<file path="src/verilog/bppp_pkg.sv">
/*
  package for the byte-wide general purpose port block: register offsets,
  reset values and the shared carrier types.
  assumes a byte-wide cpu register bus with an address and one-cycle strobes.
*/
package bppp_pkg;
  localparam int unsigned NUM_PORTS = 5;
  localparam int unsigned ADDR_W    = 8;
  localparam logic [7:0] DIR_RESET   = 8'h00;
  localparam logic [7:0] LATCH_RESET = 8'h00;
  localparam logic [7:0] DATA_BASE   = 8'h00; // port n data at 2n, direction at 2n+1
  // bit positions of shared functions
  localparam int unsigned SSB_RX_BIT  = 0;
  localparam int unsigned SSB_TX_BIT  = 1;
  localparam int unsigned SSB_CLK_BIT = 2;
  localparam int unsigned SSB_RDY_BIT = 3;
  localparam int unsigned TWA_LO_BIT  = 2;
  localparam int unsigned TWA_HI_BIT  = 3;
  localparam int unsigned TWB_LO_BIT  = 4;
  localparam int unsigned TWB_HI_BIT  = 5;
  localparam int unsigned SSB_PORT      = 0; // port that carries serial unit b
  localparam int unsigned TW_PORT       = 2; // port that carries both two-wire pairs
  localparam int unsigned TWB_DRIVE_IDX = 2; // first two-wire b bit of twowire_drive_low
  localparam logic [7:0]  RDATA_RESET    = 8'h00;
  localparam logic [7:0]  UNMAPPED_RDATA = 8'h00;

  // one register bus request
  typedef struct packed {
    logic              wr;
    logic              rd;
    logic [ADDR_W-1:0] addr;
    logic [7:0]        wdata;
  } bppp_req_t;

  // peripheral override for one pin group: enable, drive value, output enable
  typedef struct packed {
    logic [3:0] en;
    logic [3:0] val;
    logic [3:0] oe;
  } bppp_ssb_t;
endpackage : bppp_pkg

</file>
<file path="src/verilog/bppp_ports.sv">
/*
  five byte-wide general purpose ports with per-pin direction, output latches,
  direction-dependent read-back and shared-function overrides.
  assumes pins are resolved outside from out, oe_b (low while driving) and in.
*/
`timescale 1ns/1ps
module bppp_ports
  import bppp_pkg::*;
#(
  parameter int unsigned PORT_W = 8
) (
  // clock and reset
  input  wire logic                        clk,
  input  wire logic                        rst_b,
  // cpu register bus
  input  wire bppp_req_t                   bus_req,
  output logic [7:0]                       bus_rdata,
  // pins: input level, output value, output enable (low drives)
  input  wire logic [NUM_PORTS*PORT_W-1:0] pin_in,
  output logic [NUM_PORTS*PORT_W-1:0]      pin_out,
  output logic [NUM_PORTS*PORT_W-1:0]      pin_oe_b,
  // shared-function controls
  input  wire bppp_ssb_t                   sync_serial_b,
  input  wire logic                        twowire_a_sel,
  input  wire logic                        twowire_b_sel,
  input  wire logic [3:0]                  twowire_drive_low,
  // synchronised pin levels for the peripherals
  output logic [NUM_PORTS*PORT_W-1:0]      pin_level
);
  localparam int unsigned NB = NUM_PORTS*PORT_W;

  // pins are numbered port by port: bit 8n+k is port n bit k for the
  // default width, and every vector below follows that order

  // register state
  logic [NB-1:0]        latch_ff;
  logic [NB-1:0]        nxt_latch;
  logic [NB-1:0]        dir_ff;
  logic [NB-1:0]        nxt_dir;
  logic [7:0]           rdata_ff;
  logic [7:0]           nxt_rdata;
  // two-stage pin synchroniser
  logic [NB-1:0]        sync1_ff;
  logic [NB-1:0]        sync2_ff;
  // address decode and write strobes
  logic [ADDR_W-1:0]    rel_addr;
  logic                 in_range;
  logic                 sel_dir;
  logic [NUM_PORTS-1:0] port_hit;
  logic                 any_hit;
  logic [NUM_PORTS-1:0] latch_we;
  logic [NUM_PORTS-1:0] dir_we;
  // read-back views
  logic [NB-1:0]        read_view;
  logic [7:0]           data_view;
  logic [7:0]           dir_view;
  // driver stages, one per layer of override
  logic [NB-1:0]        base_val;
  logic [NB-1:0]        base_en;
  logic [NB-1:0]        ssb_val;
  logic [NB-1:0]        ssb_en;
  logic [NB-1:0]        twa_val;
  logic [NB-1:0]        twa_en;
  logic [NB-1:0]        drv_val;
  logic [NB-1:0]        drv_en;

  // address decode: port n data at base + 2n, direction at base + 2n + 1;
  // addresses below the base would wrap in the subtraction, so they are masked
  always_comb begin
    rel_addr = bus_req.addr - DATA_BASE;
    in_range = (bus_req.addr >= DATA_BASE);
    sel_dir  = rel_addr[0];
    port_hit = '0;
    for (int n = 0; n < NUM_PORTS; n++) begin
      if (in_range && rel_addr[ADDR_W-1:1] == (ADDR_W-1)'(n)) begin
        port_hit[n] = 1'h1;
      end
    end
    any_hit = |port_hit;
  end

  // write strobes: one per port for the latch and one for the direction byte;
  // a strobe outside the five ports raises neither
  always_comb begin
    latch_we = '0;
    dir_we   = '0;
    if (bus_req.wr) begin
      latch_we = sel_dir ? '0 : port_hit;
      dir_we   = sel_dir ? port_hit : '0;
    end
  end

  // next latch and direction values; unmapped writes change nothing.
  // a latch write lands regardless of direction, so an input pin keeps
  // the value ready for the moment it is turned to an output
  always_comb begin
    nxt_latch = latch_ff;
    nxt_dir   = dir_ff;
    for (int n = 0; n < NUM_PORTS; n++) begin
      if (latch_we[n]) begin
        nxt_latch[n*PORT_W +: PORT_W] = bus_req.wdata[PORT_W-1:0];
      end
      if (dir_we[n]) begin
        nxt_dir[n*PORT_W +: PORT_W] = bus_req.wdata[PORT_W-1:0];
      end
    end
  end

  // per-pin read view: output pins show the latch, input pins the
  // synchronised level, so a loaded output never reads back its own pad
  always_comb begin
    read_view = (latch_ff & dir_ff) | (sync2_ff & ~dir_ff);
  end

  // read mux: the addressed port's data and direction bytes;
  // unmapped addresses leave both views at the unmapped value
  always_comb begin
    data_view = UNMAPPED_RDATA;
    dir_view  = UNMAPPED_RDATA;
    for (int n = 0; n < NUM_PORTS; n++) begin
      if (port_hit[n]) begin
        data_view = 8'(read_view[n*PORT_W +: PORT_W]);
        dir_view  = 8'(dir_ff[n*PORT_W +: PORT_W]);
      end
    end
  end

  // read data: loads on a read strobe and holds until the next one;
  // a read and a write in one cycle return the value before the write
  always_comb begin
    nxt_rdata = rdata_ff;
    if (bus_req.rd) begin
      if (!any_hit) begin
        nxt_rdata = UNMAPPED_RDATA;
      end else if (sel_dir) begin
        nxt_rdata = dir_view;
      end else begin
        nxt_rdata = data_view;
      end
    end
  end

  // register state: latches, directions and read data
  always_ff @(posedge clk) begin
    if (!rst_b) begin
      latch_ff <= {NUM_PORTS{LATCH_RESET[PORT_W-1:0]}};
      dir_ff   <= {NUM_PORTS{DIR_RESET[PORT_W-1:0]}};
      rdata_ff <= RDATA_RESET;
    end else begin
      latch_ff <= nxt_latch;
      dir_ff   <= nxt_dir;
      rdata_ff <= nxt_rdata;
    end
  end

  // two-stage synchroniser for the asynchronous pad levels; only the
  // second stage feeds logic, the first may still be metastable
  always_ff @(posedge clk) begin
    if (!rst_b) begin
      sync1_ff <= '0;
      sync2_ff <= '0;
    end else begin
      sync1_ff <= pin_in;
      sync2_ff <= sync1_ff;
    end
  end

  // plain port drivers: direction one drives the latch, zero floats the pin;
  // the layers below may override these pin by pin
  always_comb begin
    base_val = latch_ff;
    base_en  = dir_ff;
  end

  // second synchronous serial unit: takes port zero bits zero to three
  // pin by pin, so unused serial pins stay ordinary port pins
  always_comb begin
    ssb_val = base_val;
    ssb_en  = base_en;
    for (int i = 0; i < $bits(sync_serial_b.en); i++) begin
      if (sync_serial_b.en[i]) begin
        ssb_val[SSB_PORT*PORT_W+SSB_RX_BIT+i] = sync_serial_b.val[i];
        ssb_en[SSB_PORT*PORT_W+SSB_RX_BIT+i]  = sync_serial_b.oe[i];
      end
    end
  end

  // port two bits two and three: low-only open-drain whatever the mode;
  // outside two-wire mode a zero in the latch pulls low on a direction-one pin, anything else releases
  always_comb begin
    twa_val = ssb_val;
    twa_en  = ssb_en;
    for (int i = TWA_LO_BIT; i <= TWA_HI_BIT; i++) begin
      twa_val[TW_PORT*PORT_W+i] = 1'h0;
      if (twowire_a_sel) begin
        twa_en[TW_PORT*PORT_W+i] = twowire_drive_low[i-TWA_LO_BIT];
      end else begin
        twa_en[TW_PORT*PORT_W+i] = dir_ff[TW_PORT*PORT_W+i] & ~latch_ff[TW_PORT*PORT_W+i];
      end
    end
  end

  // port two bits four and five: push-pull from the latch, switched to a
  // low-only driver while two-wire b owns them
  always_comb begin
    drv_val = twa_val;
    drv_en  = twa_en;
    for (int i = TWB_LO_BIT; i <= TWB_HI_BIT; i++) begin
      if (twowire_b_sel) begin
        drv_val[TW_PORT*PORT_W+i] = 1'h0;
        drv_en[TW_PORT*PORT_W+i]  = twowire_drive_low[TWB_DRIVE_IDX+i-TWB_LO_BIT];
      end
    end
  end

  // pad side: active-low enable, drive value and synchronised levels
  assign pin_out   = drv_val;
  assign pin_oe_b  = ~drv_en;
  assign pin_level = sync2_ff;

  // bus side: registered read data
  assign bus_rdata = rdata_ff;
endmodule : bppp_ports
</file>
<file path="config.mk">
export PLATFORM = sky130hd
export DESIGN_NAME = bppp_ports
export DESIGN_NICKNAME = d
export VERILOG_FILES = /design/src/verilog/bppp_pkg.sv /design/src/verilog/bppp_ports.sv
export SDC_FILE = /design/constraint.sdc
export NUM_CORES = 1
export LEC_CHECK = 0
export CELL_PAD_IN_SITES_DETAIL_PLACEMENT = 2
export CELL_PAD_IN_SITES_GLOBAL_PLACEMENT = 2
export CORE_AREA = 5 5 166 128
export CTS_CLUSTER_SIZE = 12
export DETAILED_ROUTE_END_ITERATION = 10
export DIE_AREA = 0 0 171 133
export DONT_BUFFER_PORTS = 1
export PLACE_DENSITY = 0.78
export SYNTH_ARGS = -nofsm -noshare
export SYNTH_HDL_FRONTEND = slang
export SYNTH_SLANG_ARGS = --single-unit
</file>
<file path="constraint.sdc">
create_clock -name clk -period 2.6 [get_ports clk]
set_clock_uncertainty 0.2 [all_clocks]
set_input_delay 0.13 -clock clk [delete_from_list [all_inputs] [get_ports clk]]
set_output_delay 0.13 -clock clk [all_outputs]
set_load 0.02 [all_outputs]
</file>
==> Word level (Yosys, flattened, before mapping) <==
Cells that the tools add are included.
{ "classes": {"eq_ne": 4, "mux": 35, "mul": 0, "n_reduce_logical": 7, "n_addsub": 0, "magnitude_cmp": 1, "n_shift": 0, "bitwise_logic": 9, "div_mod_pow": 0} }
{ "ops": {"columns": ["op", "n"], "rows": [
  ["two-way mux 8 bit", 12],
  ["AND 40 bit", 2],
  ["NOT 40 bit", 2],
  ["OR 40 bit", 1],
  ["two-way mux 5 bit", 4],
  ["two-way mux 1 bit", 19],
  ["== test 7 x 2 -> 1 bit (second input constant)", 2],
  [">= comparator 8 x 1 -> 1 bit (second input constant)", 1],
  ["== test 7 x 1 -> 1 bit (second input constant)", 1],
  ["== test 7 x 3 -> 1 bit (second input constant)", 1],
  ["logical NOT 7 bit", 1],
  ["logical AND 1 bit", 5],
  ["OR reduction 5 bit", 1],
  ["AND 1 bit", 2],
  ["NOT 1 bit", 2]
]} }
{ "totals": {"mem_bits_ro": 0, "reg_bits": 168, "memories": 0, "latchBits": 0, "ram_bits": 0, "wordCells": 69} }

==> Depth between registers and ports, before layout <==
{ "depth": {"word_depth": 10, "depth_mapped": 8, "mapped_depth_nobuf": 5} }

==> Least setup slack after synthesis <==
OpenSTA, ideal clock, no wires.
{ "synth_path": {"kind": "input to register", "from": "input bus_req[15] in the netlist's numbering", "to": "register dir_ff[10], in the netlist base_en[10]", "setup_ns": 0.116, "path_stages": 6, "required_time_ns": 2.284, "n_path_buf": 1, "arrival_ns": 1.588, "setup_slack_ns": 0.696, "path_cell_list": "or4_4 > buf_6 > nor3_4 > nand4_4 > mux2i_1 > nor2b_1"} }
{ "synth_via": {"elab_chain_len": 5, "elab_cells_between_ends": 6, "cone_classes": "order compare (1); eq/ne (1); mux (3); reduce/logical (1)"} }
{ "synth_rtl": {"columns": ["item", "line", "text"], "rows": [
  ["from (decl)", "bppp_ports.sv:16", "input wire bppp_req_t bus_req,"],
  [">= comparator 8 x 1 -> 1 bit / == test 7 x 1 -> 1 bit (equally long branches)", "bppp_ports.sv:71, bppp_ports.sv:75", null],
  ["logical AND 1 bit *", "bppp_ports.sv:75", "if (in_range && rel_addr[ADDR_W-1:1] == (ADDR_W-1)'(n)) begin"],
  ["two-way mux 1 bit *", "bppp_ports.sv:75", null],
  ["two-way mux 5 bit *", "bppp_ports.sv:89", "dir_we = sel_dir ? port_hit : '0;"],
  ["two-way mux 5 bit *", "bppp_ports.sv:87", "if (bus_req.wr) begin"],
  ["to (signal assigned)", "bppp_ports.sv:147", "dir_ff <= {NUM_PORTS{DIR_RESET[PORT_W-1:0]}};"],
  ["to (signal assigned)", "bppp_ports.sv:151", "dir_ff <= nxt_dir;"],
  ["to (decl)", "bppp_ports.sv:38", "logic [NB-1:0] dir_ff;"]
]} }
Every way passes the cells marked *; elsewhere a longest branch is shown, timed or not.
A chain may end at the register's enable or synchronous reset.

==> Final worst setup path <==
{ "layout_path": {"from": "input bus_req[8] in the netlist's numbering", "to": "register latch_ff[14], in the netlist base_val[14]"} }
{ "layout_via": {"elab_chain_len": 5} }
{ "layout_rtl": {"columns": ["item", "line", "text"], "rows": [
  [">= comparator 8 x 1 -> 1 bit", "bppp_ports.sv:71", "in_range = (bus_req.addr >= DATA_BASE);"],
  ["logical AND 1 bit", "bppp_ports.sv:75", null],
  ["two-way mux 1 bit", "bppp_ports.sv:75", null],
  ["two-way mux 5 bit *", "bppp_ports.sv:88", "latch_we = sel_dir ? '0 : port_hit;"],
  ["two-way mux 5 bit *", "bppp_ports.sv:87", null],
  ["to (signal assigned)", "bppp_ports.sv:146", "latch_ff <= {NUM_PORTS{LATCH_RESET[PORT_W-1:0]}};"],
  ["to (signal assigned)", "bppp_ports.sv:150", "latch_ff <= nxt_latch;"],
  ["to (decl)", "bppp_ports.sv:36", "logic [NB-1:0] latch_ff;"]
]} }
Marked as above.

==> results.json <==
{
  "outcome": "completed",
  "synth_top_family_by_area": "simple AND/OR/NAND/NOR gates",
  "antenna_left": 0,
  "die_h_um": 133,
  "clockBufferDepth": 2,
  "grt_pass1_wl_mm": 38.1,
  "worstPathRequired_ns": 2.73,
  "synth_simple_gate_area_share_pct": 19.6,
  "p_clk_share_pct": 44.6,
  "synthMuxAreaShare_pct": 16.7,
  "antenna_found_initial": 4,
  "yosysMostFrequentCell": "dfxtp_1",
  "synth_edf_count": 0,
  "row_count": 45,
  "period_minus_slack_ns": 2.49,
  "setup_violations": 0,
  "vias": 5336,
  "initial_core_util_pct": 36.7,
  "worstMarginPinSlew_ns": 1.01,
  "io_pins": 206,
  "comb_power_share_pct": 6.3,
  "maxCapViolations": 0,
  "internal_power_mw": 4.05,
  "synth-compound-area-share_pct": 9.10,
  "synth_ff_type": "dfxtp_1",
  "fmax_ghz": 0.401,
  "cts_tree": "done",
  "grtUsageTotal_pct": 22.5,
  "drive_gt1_share_pct": 10.4,
  "final_cells": 1020,
  "first_global_vias": 5913,
  "seqPwrFrac_pct": 49.0,
  "wire_per_inst_um": 25.6,
  "hpwlAfterDp_mm": 17.9,
  "fillCellCount": 2037,
  "synth-seq-area-share_pct": 46.6,
  "slew_headroom_pct": 32.5,
  "fin_crit_sh_pct": 95.9,
  "wirelength_mm": 26.1,
  "rsz0062_at_grt": "false",
  "ys_types": 52,
  "synth_area_per_cell_um2": 10.0,
  "htreeDepth": 4,
  "netlist_instances": 720,
  "area_growth_pct": 18.2,
  "synth_fa_ha_area_share_pct": 0,
  "synth_common_cells": "dfxtp_1 (168), mux2i_1 (101), and2_1 (82)",
  "die_w_um": 171,
  "synth_xor_area_share_pct": 0,
  "synth_top_area_cell": "dfxtp_1",
  "synth_area_mm2": 0.00722,
  "cts_buffers": 17,
  "worstSetupPathType": "in -> reg",
  "ys_ff_latch": 168,
  "vdd_drop_max_mv": 0.367,
  "port_buffers": 0,
  "cp_data_arrival_time_ns": 2.62,
  "power_switching_mw": 1.44,
  "root_buffer": "clkbuf_16",
  "dp.cells": 911,
  "fin_nets": 824,
  "tns_ns": 0,
  "async_reset_ff_share_pct": 0,
  "leakage_nw": 3.03,
  "path_clk_slew_ns": 0.07,
  "numClockSinks": 168,
  "clock_latency_ns": 0.43,
  "synth.area.top_cells": "dfxtp_1 (47%), mux2i_1 (14%), and2_1 (7.1%)",
  "switching_share_pct": 26.2,
  "gp_congestion": 0.930,
  "grt_max_degree": 156,
  "die_area_mm2": 0.0227,
  "grt-ovfl-total": 0,
  "slew_viol_final": 0,
  "power.density_mw_per_mm2": 644,
  "first_pass_iters": 4,
  "drt-initial-drc-count": 320,
  "synth_top_cell_area_share_pct": 46.6,
  "coreArea_mm2": 0.0197,
  "end_kind": "register",
  "finalHoldViolCount": 0,
  "critPathMaxFanout": 10,
  "critPathLaunchType": "input port",
  "yosysWarnings": 0,
  "hold_class": "in -> reg",
  "vias_per_cell": 5.23,
  "drc": 0
}
==> sequential cells by signal (all words and copies together) (netlist names) <==
name / count
base_val: 40
pin_level: 40
bus_rdata: 8
sync1_ff: 40
base_en: 40
==> through the flow <==
step	util, %	cell area [um^2]	power [mW]	hold slack [ns]	setup slack [ns]
after floorplan	-	7220	2.94	0.0573	0.696
after global placement	36.6	7200	2.93	0.0581	0.467
after detailed placement	36.6	7200	2.94	0.0614	0.439
after CTS	43.1	8480	5.53	0.00309	0.0525
after global routing	43.4	8530	5.68	0.0315	0.0224
final	43.4	8530	5.49	0.0158	0.106
==> cell type report <==
cell class	count	area, um^2	share of cell area, %
diodes	3	7.51	0.0880
clock inverters	15	136	1.60
inverters	33	124	1.45
multi-input cells	439	3290	38.6
flip-flops and latches	168	3360	39.4
well taps	258	323	3.78
clock buffers	17	425	4.99
repair buffers	87	863	10.1
==> final timing paths <==
kind / endpoint / slack [ns] / start / depth (start not counted)
setup / recovery: base_val[14] / 0.11 / bus_req[8] / 7
hold / removal: bus_rdata[4] / 0.02 / bus_req[10] / 4
setup reg to reg: bus_rdata[6] / 0.59 / base_en[6] / 5
hold reg to reg: pin_level[14] / 0.24 / sync1_ff[14] / 1
==> cell families (layout without fill, tap and decap cells) <==
group	after synthesis	after routing
mux	116	116
buf+inv	114	152
flops	168	168
compound gates	89	89
simple gates	232	232
other cells	1	5
==> power groups by stage <==
stage / clock [mW] / combinational, mW / sequential [mW]
after floorplan: 0 / 0.199 / 2.74
after global placement: 0 / 0.179 / 2.75
after detailed placement: 0 / 0.183 / 2.76
after CTS: 2.50 / 0.341 / 2.70
after global routing: 2.61 / 0.374 / 2.70
final: 2.45 / 0.349 / 2.69
==> routing by layer <==
metal	vias to the layer above	routed length, um	GRT usage, %
li1	2448	-	-
met5	-	11	0
met3	25	2860	8.63
met1	2658	10700	28.3
met2	203	12300	36.3
met4	2	330	6.07
==> critical path: stages <==
cell and delay (ns):
dlygate4sd3_1 0.67, nor2b_1 0.30, buf_4 0.29, nand3_4 0.16
dlygate4sd3_1 0.80, mux2i_1 0.20, nor2b_1 0.06
==> placed cells by master, fill, tap and decap left out, types with 4 or more instances in the layout <==
| cell | netlist | layout |
|---|---|---|
| dlygate4sd3_1 | 0 | 69 |
| buf_4 | 35 | 15 |
| dfxtp_1 | 168 | 168 |
| a21boi_1 | 14 | 14 |
| inv_6 | 0 | 4 |
| a211oi_1 | 9 | 9 |
| o211ai_1 | 7 | 7 |
| o21ai_0 | 9 | 9 |
| a211o_1 | 4 | 4 |
| clkbuf_16 | 0 | 17 |
| a22oi_1 | 5 | 5 |
| clkinvlp_4 | 0 | 5 |
| nand2_1 | 34 | 34 |
| a221o_1 | 5 | 5 |
| mux2_2 | 13 | 13 |
| nand3_1 | 9 | 9 |
| and2_1 | 82 | 82 |
| mux2i_1 | 101 | 101 |
| inv_1 | 33 | 33 |
| nor2_1 | 8 | 8 |
| nor2b_1 | 77 | 77 |
| a21oi_1 | 13 | 13 |
==> timing repair <==
item	in CTS	in global routing
buffers inserted	0	3
setup endpoints to repair	0	6
gates resized for setup	0	2
hold endpoints to repair	168	1
hold buffers	70	1
(Power assumes the default switching activity.)
